==> src/rx_status_pkg.sv <==
package rx_status_pkg;

   // port count and field widths
   localparam int NUM_PORTS = 4;
   localparam int PORT_W = 2;
   localparam int STATUS_W = 8;
   localparam int PAR_CNT_W = 16;

   // field positions of receive_port_status_one
   localparam int PORT_NUM_HI = 7;
   localparam int PORT_NUM_LO = 6;
   localparam int CRC_FAULT_BIT = 5;
   localparam int LOCK_CHANGE_BIT = 4;
   localparam int SEQ_SUMMARY_BIT = 3;
   localparam int PARITY_BIT = 2;
   localparam int PASS_BIT = 1;
   localparam int LOCKED_BIT = 0;

   // values after reset
   localparam logic [7:0] STATUS_RESET = 8'h00;
   localparam logic [1:0] PORT_RESET = 2'h0;
   localparam logic FLAG_RESET = 1'b0;

endpackage : rx_status_pkg

==> src/sticky_flag.sv <==
`timescale 1ns/1ps

// sticky event flag: a set in the same cycle as a clear wins
module sticky_flag
(
   // clock and reset
   input wire logic clk,
   input wire logic resetn,
   // control
   input wire logic setEvt,
   input wire logic clrEvt,
   // state
   output logic flag
);

   logic flag_ff;
   logic nxt_flag;

   always_comb
   begin
      nxt_flag = flag_ff;
      if (clrEvt)
      begin
         nxt_flag = 1'b0;
      end
      if (setEvt)
      begin
         nxt_flag = 1'b1;
      end
   end

   always_ff @(posedge clk or negedge resetn)
   begin
      if (!resetn)
      begin
         flag_ff <= rx_status_pkg::FLAG_RESET;
      end
      else
      begin
         flag_ff <= nxt_flag;
      end
   end

   assign flag = flag_ff;

endmodule : sticky_flag

==> src/rx_port_status_one.sv <==
// Function
// - bits 7:6 read back the index of the receive port selected for reads, read-only.
// - bit 5 latches a forward control-channel CRC error and clears when the register is read.
// - bit 4 latches any change of receiver lock since the last read and clears on read.
// - with enhanced fault reporting off, bit 3 latches a sequence error and clears on read.
// - with enhanced fault reporting on, bit 3 is a fault summary cleared only by a detail read.
// - bit 2 sets while the parity error count exceeds the limit and clears only with the count.
// - bit 1 shows the live pass indication of the selected receiver.
// - bit 0 shows the live lock state of the selected receiver.
// - the two-bit read-port field chooses which port's copy is read, 0 to 3 for ports 0 to 3.
`timescale 1ns/1ps

module rx_port_status_one
(
   // clock and reset
   input wire logic clk,
   input wire logic resetn,
   // register read port
   input wire logic [1:0] readPort,
   input wire logic statusRead,
   input wire logic detailRead,
   output logic [7:0] rdData,
   output logic rdValid,
   // configuration
   input wire logic [3:0] enhancedFaultEnable,
   input wire logic [3:0][15:0] parityLimit,
   input wire logic [3:0][15:0] parityFaultCount,
   input wire logic [3:0] parityCountClear,
   // receiver events and states
   input wire logic [3:0] ctrlChannelCrcFault,
   input wire logic [3:0] ctrlChannelSequenceFault,
   input wire logic [3:0] ctrlChannelAnyFault,
   input wire logic [3:0] receiverLocked,
   input wire logic [3:0] portPass
);

   // count strictly above the limit
   function automatic logic overLimit(input logic [15:0] cnt, input logic [15:0] lim);
      overLimit = (cnt > lim);
   endfunction : overLimit

   // one-hot decode of the read port, shared by the status-read and detail-read clearing paths
   function automatic logic [3:0] portSel(input logic [1:0] port);
      portSel = 4'h0;
      portSel[port] = 1'b1;
   endfunction : portSel

   logic [3:0] selOneHot;
   logic [3:0] readClr;
   logic [3:0] detailClr;
   logic [3:0] seqReadClr;
   logic [3:0] lockToggle;
   logic [3:0] parityOver;

   logic [3:0] crcFlag;
   logic [3:0] lockChgFlag;
   logic [3:0] seqFlag;
   logic [3:0] summaryFlag;
   logic [3:0] parityFlag;

   logic [3:0] lockPrev_ff;
   logic [3:0] nxt_lockPrev;

   logic [7:0] rdData_ff;
   logic [7:0] nxt_rdData;
   logic rdValid_ff;
   logic nxt_rdValid;
   logic [7:0] snapshot;

   // read clears only touch the port currently paged in
   always_comb
   begin
      selOneHot = portSel(readPort);
      readClr = statusRead ? selOneHot : 4'h0;
      detailClr = detailRead ? selOneHot : 4'h0;
      seqReadClr = readClr & ~enhancedFaultEnable;
   end

   // lock change and parity threshold detection
   always_comb
   begin
      lockToggle = receiverLocked ^ lockPrev_ff;
      nxt_lockPrev = receiverLocked;
      for (int p = 0; p < rx_status_pkg::NUM_PORTS; p++)
      begin
         parityOver[p] = overLimit(parityFaultCount[p], parityLimit[p]);
      end
   end

   // lock history starts unlocked, so a lock after reset reports a change
   always_ff @(posedge clk or negedge resetn)
   begin
      if (!resetn)
      begin
         lockPrev_ff <= {rx_status_pkg::NUM_PORTS{rx_status_pkg::FLAG_RESET}};
      end
      else
      begin
         lockPrev_ff <= nxt_lockPrev;
      end
   end

   // per-port sticky flags
   for (genvar g = 0; g < rx_status_pkg::NUM_PORTS; g++)
   begin : gPort
      sticky_flag uCrc
      (
         .clk(clk),
         .resetn(resetn),
         .setEvt(ctrlChannelCrcFault[g]),
         .clrEvt(readClr[g]),
         .flag(crcFlag[g])
      );
      sticky_flag uLockChg
      (
         .clk(clk),
         .resetn(resetn),
         .setEvt(lockToggle[g]),
         .clrEvt(readClr[g]),
         .flag(lockChgFlag[g])
      );
      // sequence flag keeps collecting in enhanced mode but is only cleared when visible
      sticky_flag uSeq
      (
         .clk(clk),
         .resetn(resetn),
         .setEvt(ctrlChannelSequenceFault[g]),
         .clrEvt(seqReadClr[g]),
         .flag(seqFlag[g])
      );
      sticky_flag uSummary
      (
         .clk(clk),
         .resetn(resetn),
         .setEvt(ctrlChannelAnyFault[g]),
         .clrEvt(detailClr[g]),
         .flag(summaryFlag[g])
      );
      // set while over the limit, so a clear with the count still high does not stick
      sticky_flag uParity
      (
         .clk(clk),
         .resetn(resetn),
         .setEvt(parityOver[g]),
         .clrEvt(parityCountClear[g]),
         .flag(parityFlag[g])
      );
   end

   // compose the selected port's byte from pre-clear values
   always_comb
   begin
      snapshot = rx_status_pkg::STATUS_RESET;
      snapshot[rx_status_pkg::PORT_NUM_HI:rx_status_pkg::PORT_NUM_LO] = readPort;
      snapshot[rx_status_pkg::CRC_FAULT_BIT] = crcFlag[readPort];
      snapshot[rx_status_pkg::LOCK_CHANGE_BIT] = lockChgFlag[readPort];
      if (enhancedFaultEnable[readPort])
      begin
         snapshot[rx_status_pkg::SEQ_SUMMARY_BIT] = summaryFlag[readPort];
      end
      else
      begin
         snapshot[rx_status_pkg::SEQ_SUMMARY_BIT] = seqFlag[readPort];
      end
      snapshot[rx_status_pkg::PARITY_BIT] = parityFlag[readPort];
      snapshot[rx_status_pkg::PASS_BIT] = portPass[readPort];
      snapshot[rx_status_pkg::LOCKED_BIT] = receiverLocked[readPort];
   end

   // read data is captured once per read and held until the next read
   always_comb
   begin
      nxt_rdData = rdData_ff;
      nxt_rdValid = statusRead;
      if (statusRead)
      begin
         nxt_rdData = snapshot;
      end
   end

   always_ff @(posedge clk or negedge resetn)
   begin
      if (!resetn)
      begin
         rdData_ff <= rx_status_pkg::STATUS_RESET;
         rdValid_ff <= rx_status_pkg::FLAG_RESET;
      end
      else
      begin
         rdData_ff <= nxt_rdData;
         rdValid_ff <= nxt_rdValid;
      end
   end

   assign rdData = rdData_ff;
   assign rdValid = rdValid_ff;

endmodule : rx_port_status_one

==> config.mk <==
export PLATFORM = sky130hd
export DESIGN_NAME = rx_port_status_one
export DESIGN_NICKNAME = d
export VERILOG_FILES = /design/src/rx_status_pkg.sv /design/src/sticky_flag.sv /design/src/rx_port_status_one.sv
export SDC_FILE = /design/constraint.sdc
export NUM_CORES = 1
export LEC_CHECK = 0
export BUFFER_PORTS_ARGS = -buffer_cell sky130_fd_sc_hd__buf_2
export CAP_MARGIN = 20
export CORE_UTILIZATION = 49
export CTS_CLUSTER_SIZE = 12
export DETAILED_ROUTE_END_ITERATION = 6
export PLACE_DENSITY = 0.87
export SLEW_MARGIN = 20
export SYNTH_ARGS = -nofsm -noshare
export SYNTH_HDL_FRONTEND = slang
export SYNTH_HIERARCHICAL = 1
export SYNTH_SLANG_ARGS = --single-unit
==> constraint.sdc <==
create_clock -name clk -period 3.06 [get_ports clk]
set_input_delay 0 -clock clk [delete_from_list [all_inputs] [get_ports clk]]
set_output_delay 0 -clock clk [all_outputs]
set_load 0.005 [all_outputs]
==> flow_metrics.env, run 1 <==
export IMPL_synth_edf_count=0
export IMPL_pwr_share_comb_pct=34.5
export IMPL_worstReg2RegEnd="rdData[3]"
export IMPL_synthTopCellsByArea="dfrtp_1 27%, ha_1 26%, inv_1 10%"
export IMPL_cts_hold_buffers_added=21
export IMPL_root_buffer="clkbuf_8"
export IMPL_cts_made_buffers=5
export IMPL_critPathLaunchType="primary input"
export IMPL_rsz0062_at_grt="false"
export IMPL_clockBufferDepth=2
export IMPL_clkSlewWorstSetupHoldPaths_ns=0.06
export IMPL_cap_violations=0
export IMPL_synthToLayoutAreaGrowth_pct=38.3
export IMPL_drc=0
export IMPL_gr_total_overflow=0
export IMPL_port_buffers=170
export IMPL_clock_sinks=33
export IMPL_wire_per_inst_um=13.2
export IMPL_dp_hpwl_mm=6.55
export IMPL_yosys_warnings=6
export IMPL_synthTopCellsByCount="85 x inv_1, 64 x ha_1, 33 x dfrtp_1, 25 x a21oi_1, 24 x a21o_1"
export IMPL_drive_above_1_share_pct=35.2
export IMPL_cp_slowest_cell="dlygate4sd3_1"
export IMPL_synth_top_area_share_pct=26.6
export IMPL_r2r_start="gPort[1].uSummary/flag"
export IMPL_fp_dieW_um=81.6
export IMPL_ys_ff_latch=33
export IMPL_worst_pin_slew_ns=0.724
export IMPL_syn_inst=339
export IMPL_maxSlewHeadroom_pct=51.7
export IMPL_hold_start="enhancedFaultEnable[3]"
export IMPL_synth_most_common_cell="inv_1"
export IMPL_drv_slew=0
export IMPL_drt_total_wl_mm=7.97
export IMPL_drtIter0Drc=110
export IMPL_synth_distinct_cells=30
export IMPL_antenna_cells=0
export IMPL_die_y_um=81.6
export IMPL_fmax_mhz=730
export IMPL_swShare_pct=28.8
export IMPL_grt_pass1_wl_mm=12.5
export IMPL_grt_start_max_net_pins=34
export IMPL_avgSynthCellArea_um2=9.16
export IMPL_nFillCells=453
export IMPL_slowest_delay_ns=0.52
export IMPL_final_setup_tns_ns=0
export IMPL_cts_tree="done"
export IMPL_num_rows=28
export IMPL_htree_levels=2
export IMPL_die_area_mm2=0.00666
export IMPL_postCtsSetupRepairBufs=0
export IMPL_track_usage_pct=24.6
export IMPL_postCtsResizedCells=0
export IMPL_p_int_uw=851
export IMPL_synth_seq_area_share_pct=26.6
export IMPL_final_area_mm2=0.00430
export IMPL_syn_area_mm2=0.00311
export IMPL_fin_nets=758
export IMPL_cp_required_ns=3.24
export IMPL_place_area_mm2=0.00401
export IMPL_via_count=3122
export IMPL_place_congestion=0.841
export IMPL_routed_via_density=5.15
export IMPL_holdPathStages=4
export IMPL_peakVddDrop_mv=0.215
export IMPL_path_cells="dlygate4sd3_1 -> buf_2 -> nor3b_1 -> nor2b_1 -> inv_1 -> a21o_1"
export IMPL_syn_num_nets=565
export IMPL_hold_violations=0
export IMPL_core_mm2=0.00603
export IMPL_ant_nets=0
export IMPL_synth_main_ff_cell="dfrtp_1"
export IMPL_start_util_pct=51.5
export IMPL_worstHoldEndpoint="gPort[3].uSeq/flag"
export IMPL_outcome="completed"
export IMPL_power_leakage_nw=2.42
export IMPL_clkLatencyLatePin_ns=0.28
export IMPL_fin_skew_ns=0.00484
export IMPL_path_class="in2reg"
export IMPL_dr_pass1_iters=4
export IMPL_synth_top_area_cell="dfrtp_1"
export IMPL_p_per_area_mw_per_mm2=278
export IMPL_end_kind="register"
export IMPL_grt_pass1_vias=3200
export IMPL_hold_class="in2reg"
export IMPL_clkPwrFrac_pct=24.4
export IMPL_antenna_found_initial=0
export IMPL_ff2ff_setup_slack_ns=1.78
export IMPL_fin_crit_ns=1.37
export IMPL_finalSetupViolCount=0
export IMPL_arrival_ns=1.55
export IMPL_worstRegToRegCells=3
export IMPL_seqPwrFrac_pct=41.1
export IMPL_period_share_pct=44.8
export IMPL_cp_max_fo=14
export IMPL_io_pins=171
export IMPL_switching_power_uw=345
export IMPL_async_reset_ff_share_pct=100
[layout by cell type, fill, tap and decap left out, drive strengths merged, types with 8 or more instances in the layout]
master       synthesis  routed
dfrtp               33      33
nand3                8       8
buf                  3     170
nand2               14      14
nand4               12      12
a21o                24      24
a21oi               25      25
mux4                 8       8
o21ai                9       9
ha                  64      64
inv                 85      85
dlygate4sd3          0      21
[logic make-up after synthesis]
group	after synthesis	synth area share, %
buf+inv	90	11.5
compound gates	70	14.7
fa+ha+maj	64	25.8
simple gates	63	11.0
flops	33	26.6
mux	15	9.27
xor+xnor	4	1.13
[critical path, delay by kind of cell]
| family | cells | cell delay [ns] |
|---|---|---|
| compound gates | 1 | 0.14 |
| buf+inv | 3 | 0.85 |
| simple gates | 2 | 0.55 |
[worst max path at each step]
stage | startpoint | slack [ns] | depth (start not counted) | endpoint
floorplan | parityLimit[14] | 1.67 | 7 | gPort[0].uParity/flag
global placement | parityLimit[62] | 1.55 | 8 | gPort[3].uParity/flag
detailed placement | parityLimit[46] | 1.50 | 8 | gPort[2].uParity/flag
CTS | statusRead | 1.69 | 6 | gPort[0].uSeq/flag
global route | statusRead | 1.64 | 6 | gPort[0].uSeq/flag
finish | statusRead | 1.69 | 6 | gPort[0].uSeq/flag
[state kept, by name, summed over array words and instances (netlist names)]
name,cells
gPort.uSeq/flag,4
rdValid,1
lockPrev_ff,4
gPort.uParity/flag,4
gPort.uLockChg/flag,4
gPort.uCrc/flag,4
rdData,8
gPort.uSummary/flag,4
[cell type report]
type / instances / area (µm²) / area share [%]
multi-input cells: 216 / 1920 / 44.7
repair buffers: 191 / 1060 / 24.7
flip-flops and latches: 33 / 826 / 19.2
inverters: 85 / 319 / 7.43
well taps: 75 / 93.8 / 2.18
clock buffers: 5 / 68.8 / 1.60
clock inverters: 1 / 5.00 / 0.117
[layer usage]
metal	wire, µm	track usage (%)
met2	4290	50.0
met4	201	10.5
met5	0	0
met1	3050	23.7
met3	427	4.44
[power groups by stage]
stage,combinational (mW),sequential (mW),clock [mW]
after CTS,0.412,0.492,0.306
after global placement,0.370,0.498,0
final,0.412,0.492,0.292
after detailed placement,0.389,0.500,0
after global routing,0.465,0.495,0.319
after floorplan,0.210,0.496,0
[through the flow]
stage          total power [mW]  setup slack [ns]  util [%]  hold WS [ns]  cells
3_3_place_gp              0.867              1.55      66.6         0.102    579
6_report                   1.20              1.69      71.3        0.0185    606
2_1_floorplan             0.706              1.67         -        -0.296    339
3_5_place_dp              0.889              1.50      66.6        0.0998    579
5_1_grt                    1.28              1.64      71.3        0.0152    606
4_1_cts                    1.21              1.69      71.3       0.00579    606
Note: power is estimated with default switching activity, not from simulation.
==> run 2, diff against run 1 <==
CORE_UTILIZATION = 46   (was 49)
PLACE_DENSITY = 0.82   (was 0.87)
clock period = 1.3 ns   (was 3.06 ns; I/O delays follow)
==> run 2 against run 1 <==
  * The run now ends with DRC left
  * Combinational power grew to 2.6 times the previous value
  * Clock-buffer cell count up 1
  * Via count up 2.4%
  * Non-clock buffer count increased by 23
  * Critical path type unchanged
==> flow_metrics.env, run 2 (synthesis gave the netlist of run 1 again) <==
export IMPL_p_int_mw=2.34
export IMPL_fin_nets=781
export IMPL_cts_tree="done"
export IMPL_end_kind="register"
export IMPL_place_congestion=0.826
export IMPL_final_area_mm2=0.00457
export IMPL_htree_levels=2
export IMPL_mostFrequentLayoutCell="buf_2"
export IMPL_routed_via_density=5.05
export IMPL_final_cell_mix="169 x buf_2, 85 x inv_1, 61 x ha_1"
export IMPL_critPathLaunchType="primary input"
export IMPL_power_leakage_nw=2.54
export IMPL_swShare_pct=27.2
export IMPL_hold_class="in2reg"
export IMPL_clkPwrFrac_pct=31.0
export IMPL_cts_made_buffers=5
export IMPL_track_usage_pct=24.9
export IMPL_start_util_pct=48.4
export IMPL_hold_start="enhancedFaultEnable[1]"
export IMPL_cp_required_ns=1.48
export IMPL_clkLatencyLatePin_ns=0.29
export IMPL_outcome="finished with violations"
export IMPL_finalSetupViolCount=0
export IMPL_clock_sinks=33
export IMPL_clkSlewWorstSetupHoldPaths_ns=0.07
export IMPL_worstRegToRegCells=2
export IMPL_violations="DRC"
export IMPL_drv_slew=0
export IMPL_grt_pass1_vias=3493
export IMPL_gr_total_overflow=0
export IMPL_period_share_pct=98.0
export IMPL_largest_reg_flops=8
export IMPL_nFillCells=494
export IMPL_maxSlewHeadroom_pct=72.2
export IMPL_num_rows=29
export IMPL_pwr_share_comb_pct=33.0
export IMPL_dp_hpwl_mm=6.83
export IMPL_fin_skew_ns=0.00673
export IMPL_drive_above_1_share_pct=39.6
export IMPL_port_buffers=170
export IMPL_ant_nets=0
export IMPL_r2r_start="gPort[3].uLockChg/flag"
export IMPL_drtIter0Drc=89
export IMPL_place_area_mm2=0.00419
export IMPL_seqPwrFrac_pct=36.0
export IMPL_synthToLayoutAreaGrowth_pct=47.3
export IMPL_switching_power_uw=874
export IMPL_final_core_util_pct=71.2
export IMPL_whs_ns=0.0139
export IMPL_die_area_mm2=0.00708
export IMPL_cp_max_fo=3
export IMPL_critPathLaunch="receiverLocked[3]"
export IMPL_die_y_um=84.2
export IMPL_antenna_found_initial=0
export IMPL_antenna_cells=0
export IMPL_rsz0062_at_grt="true"
export IMPL_p_per_area_mw_per_mm2=703
export IMPL_final_setup_tns_ns=0
export IMPL_grt_start_max_net_pins=34
export IMPL_wire_per_inst_um=13.2
export IMPL_path_class="in2reg"
export IMPL_ff2ff_setup_slack_ns=0.04
export IMPL_fmax_mhz=785
export IMPL_worstHoldEndpoint="gPort[1].uSeq/flag"
export IMPL_cap_violations=0
export IMPL_clockBufferDepth=2
export IMPL_fp_dieW_um=84.2
export IMPL_drc=27
export IMPL_fin_crit_ns=1.27
export IMPL_io_pins=171
export IMPL_hold_violations=0
export IMPL_worst_pin_slew_ns=0.417
export IMPL_via_count=3197
export IMPL_worstReg2RegEnd="rdData[4]"
export IMPL_fin_ws_ns=0.0254
export IMPL_holdPathStages=4
export IMPL_dr_pass1_iters=6
export IMPL_arrival_ns=1.45
export IMPL_root_buffer="clkbuf_8"
export IMPL_preCtsSetupSlack_ns=-0.285
export IMPL_grt_pass1_wl_mm=14.1
export IMPL_drt_total_wl_mm=8.38
export IMPL_core_mm2=0.00642
export IMPL_peakVddDrop_mv=0.661
-- run 2: worst max-delay path, cell delays in order --
cell           delay (ns)
dlygate4sd3_1        0.55
buf_2                0.15
mux4_1               0.47
mux2_2               0.28
-- run 2: power groups by stage --
stage               registers (mW)  logic (mW)  clock network (mW)
floorplan                     1.17       0.503                   0
global placement              1.17       0.940                   0
detailed placement            1.18       0.983                   0
CTS                           1.16        1.04                1.03
global route                  1.17        1.20                1.08
finish                        1.16        1.06               0.996
-- run 2: worst max-delay path by stage --
stage | to
after floorplan | gPort[1].uParity/flag
after global placement | gPort[2].uParity/flag
after detailed placement | gPort[0].uParity/flag
after CTS | rdData[2]
after global routing | rdData[3]
final | rdData[0]
-- run 2: per-layer routing --
metal	vias up	part of all wire (%)	GRT usage [%]
met2	156	52	49.3
met5	-	0	0
met3	27	8.5	6.69
met4	0	3.0	9.87
met1	1415	36	24.2
li1	1599	-	-
-- run 2: area by class of cell --
class                      instances  area [µm²]  area share (%)
clock buffer                       6        82.6            1.81
sequential                        33         826            18.1
timing repair buffer             214        1250            27.2
tap                               77        96.3            2.11
clock inverter                     2        37.5           0.821
inverter                          85         319            6.97
multi-input combinational        216        1970            43.0
-- run 2: through the flow --
stage	power, mW	std cells
global placement	2.11	599
finish	3.22	633
CTS	3.23	629
floorplan	1.67	339
detailed placement	2.16	599
global route	3.45	633
-- run 2: timing repair --
action                                 in CTS  in global routing
setup endpoints to repair                   1                  7
setup buffers                               0                  4
endpoints found under the hold margin      52                  0
hold buffers                               22                  0
resized for setup                           1                  8
pin swaps                                   0                  2
==> run 3, diff against run 2 <==
CELL_PAD_IN_SITES_DETAIL_PLACEMENT = 1   (was unset)
CELL_PAD_IN_SITES_GLOBAL_PLACEMENT = 2   (was unset)
CORE_UTILIZATION = 25   (was 46)
PLACE_DENSITY = unset   (was 0.82)
PLACE_DENSITY_LB_ADDON = 0.1   (was unset)
REMOVE_ABC_BUFFERS = 1   (was unset)
==> run 3 against run 2 <==
  * The run now ends clean
  * Worst setup slack improved by 0.0051 ns
  * Sequential power barely moved
  * Cell area rose by 4.1%
  * Utilization fell by 32 points
==> flow_metrics.env, run 3 (synthesis gave the netlist of run 1 again) <==
export IMPL_outcome="completed"
export IMPL_drive_above_1_share_pct=41.0
export IMPL_clkSlewWorstSetupHoldPaths_ns=0.05
export IMPL_worstRegToRegCells=2
export IMPL_place_congestion=0.718
export IMPL_clockBufferDepth=2
export IMPL_final_core_util_pct=39.5
export IMPL_largest_reg_flops=8
export IMPL_gr_total_overflow=0
export IMPL_multiInputGateArea_mm2=0.00201
export IMPL_ff_latch_area_um2=826
export IMPL_grt_pass1_wl_mm=14.9
export IMPL_hold_class="in2reg"
export IMPL_worstReg2RegEnd="rdData[2]"
export IMPL_final_cell_mix="170 x buf_2, 85 x inv_1, 60 x ha_1"
export IMPL_p_per_area_mw_per_mm2=714
export IMPL_fin_ws_ns=0.0305
export IMPL_worst_pin_slew_ns=0.287
export IMPL_hold_violations=0
export IMPL_peakVddDrop_mv=0.408
export IMPL_crit_family="compound AO/OA/AOI/OAI gates"
export IMPL_dr_pass1_iters=3
export IMPL_switching_power_uw=910
export IMPL_ant_nets=0
export IMPL_antenna_cells=0
export IMPL_htree_levels=2
export IMPL_antenna_found_initial=0
export IMPL_clkPwrFrac_pct=33.9
export IMPL_place_area_mm2=0.00432
export IMPL_cts_made_buffers=5
export IMPL_holdPathStages=4
export IMPL_arrival_ns=1.43
export IMPL_mostFrequentLayoutCell="buf_2"
export IMPL_path_class="in2reg"
export IMPL_worstHoldEndpoint="gPort[0].uSeq/flag"
export IMPL_final_area_mm2=0.00476
export IMPL_end_kind="register"
export IMPL_cap_violations=0
export IMPL_start_util_pct=25.7
export IMPL_period_share_pct=97.7
export IMPL_fp_dieW_um=113
export IMPL_cp_num_cells=8
export IMPL_preCtsSetupSlack_ns=-0.327
export IMPL_fin_skew_ns=0.00198
export IMPL_io_pins=171
export IMPL_fin_crit_ns=1.27
export IMPL_clkLatencyLatePin_ns=0.27
export IMPL_ff2ff_setup_slack_ns=0.05
export IMPL_hold_start="enhancedFaultEnable[0]"
export IMPL_grt_pass1_vias=3428
export IMPL_cts_tree="done"
export IMPL_seqPwrFrac_pct=34.2
export IMPL_slowest_delay_ns=0.34
export IMPL_path_cells="buf_2 -> inv_1 -> ha_1 -> a21oi_1 -> nand2_1 -> a221o_1 -> o31a_1 -> a21o_1"
export IMPL_drv_slew=0
export IMPL_grt_use_met2_pct=27.1
export IMPL_critPathLaunchType="primary input"
export IMPL_grt_start_max_net_pins=34
export IMPL_swShare_pct=26.8
export IMPL_cp_max_fo=3
export IMPL_drc=0
export IMPL_track_usage_pct=14.4
export IMPL_root_buffer="clkbuf_16"
export IMPL_dp_hpwl_mm=7.49
export IMPL_routed_via_density=4.37
export IMPL_pwr_share_comb_pct=31.9
export IMPL_p_int_mw=2.49
export IMPL_power_leakage_nw=2.57
export IMPL_fmax_mhz=788
export IMPL_finalSetupViolCount=0
export IMPL_met1_usage_pct=16.2
export IMPL_via_count=3164
export IMPL_path_buf_inv=2
export IMPL_die_y_um=113
export IMPL_cp_slowest_cell="a221o_1"
export IMPL_fin_nets=782
export IMPL_wire_per_inst_um=12.2
export IMPL_top_usage_layer="met2"
export IMPL_drt_total_wl_mm=8.81
export IMPL_postCtsSetupRepairBufs=0
export IMPL_rsz0062_at_grt="true"
export IMPL_die_area_mm2=0.0129
export IMPL_nFillCells=1455
export IMPL_synthToLayoutAreaGrowth_pct=53.3
export IMPL_drtIter0Drc=47
export IMPL_num_rows=40
export IMPL_port_buffers=170
export IMPL_core_mm2=0.0121
export IMPL_clock_sinks=33
export IMPL_grt_use_met3_pct=3.99
export IMPL_cp_required_ns=1.46
export IMPL_maxSlewHeadroom_pct=80.8
export IMPL_r2r_start="gPort[0].uParity/flag"
-- run 3: cell types whose count changed in the layout (fill, tap and decap cells not counted), sizes merged --
cell         before  now
buf             191  194
bufinv            1    0
clkinvlp          1    0
dlygate4sd3      22   21
-- run 3: what timing repair did --
item	in CTS	in global routing
resized for setup	1	21
hold buffers	21	0
endpoints found under the hold margin	53	0
pin swaps	0	14
setup endpoints to repair	1	8
-- run 3: worst max-delay path by stage --
stage | slack (ns) | startpoint | endpoint
3_3_place_gp | -0.31 | parityLimit[46] | gPort[2].uParity/flag
2_1_floorplan | -0.09 | parityLimit[14] | gPort[0].uParity/flag
5_1_grt | -0.04 | parityLimit[14] | gPort[0].uParity/flag
3_5_place_dp | -0.33 | parityLimit[46] | gPort[2].uParity/flag
4_1_cts | 0.004 | gPort[1].uParity/flag | rdData[2]
6_report | 0.03 | parityLimit[14] | gPort[0].uParity/flag
-- run 3: metrics by stage --
stage | hold WS (ns) | power (mW) | std cells | TNS, ns
3_3_place_gp | -0.0209 | 2.16 | 696 | -1.01
3_5_place_dp | -0.0192 | 2.18 | 696 | -1.08
6_report | 0.0266 | 3.40 | 724 | 0
4_1_cts | 0.0252 | 3.44 | 724 | 0
2_1_floorplan | -0.296 | 1.64 | 334 | -0.297
5_1_grt | 0.0449 | 3.67 | 724 | -0.0592
-- run 3: cell type report --
| type | instances | share of cell area [%] |
|---|---|---|
| Inverter | 85 | 6.70 |
| Sequential cell | 33 | 17.3 |
| Tap cell | 168 | 4.42 |
| Timing Repair Buffer | 215 | 26.3 |
| Multi-Input combinational cell | 216 | 42.2 |
| Clock buffer | 7 | 3.00 |
-- run 3: worst reg2reg max path: cells and delay by family (launching register included) --
family  cells  cell delay (ns)
DFF         1             0.40
muxes       2             0.73
-- run 3: power groups by stage --
| stage | clock network (mW) | registers, mW | logic, mW |
|---|---|---|---|
| 6_report | 1.15 | 1.16 | 1.08 |
| 5_1_grt | 1.24 | 1.17 | 1.25 |
| 4_1_cts | 1.21 | 1.16 | 1.07 |
| 3_5_place_dp | 0 | 1.18 | 1.01 |
| 3_3_place_gp | 0 | 1.18 | 0.985 |
| 2_1_floorplan | 0 | 1.17 | 0.470 |
-- run 3: layer usage --
| metal | share of wire [%] | vias up |
|---|---|---|
| met5 | 0 | - |
| met4 | 0.76 | 0 |
| met3 | 6.1 | 4 |
| met2 | 50 | 100 |
| met1 | 43 | 1462 |
| li1 | - | 1598 |
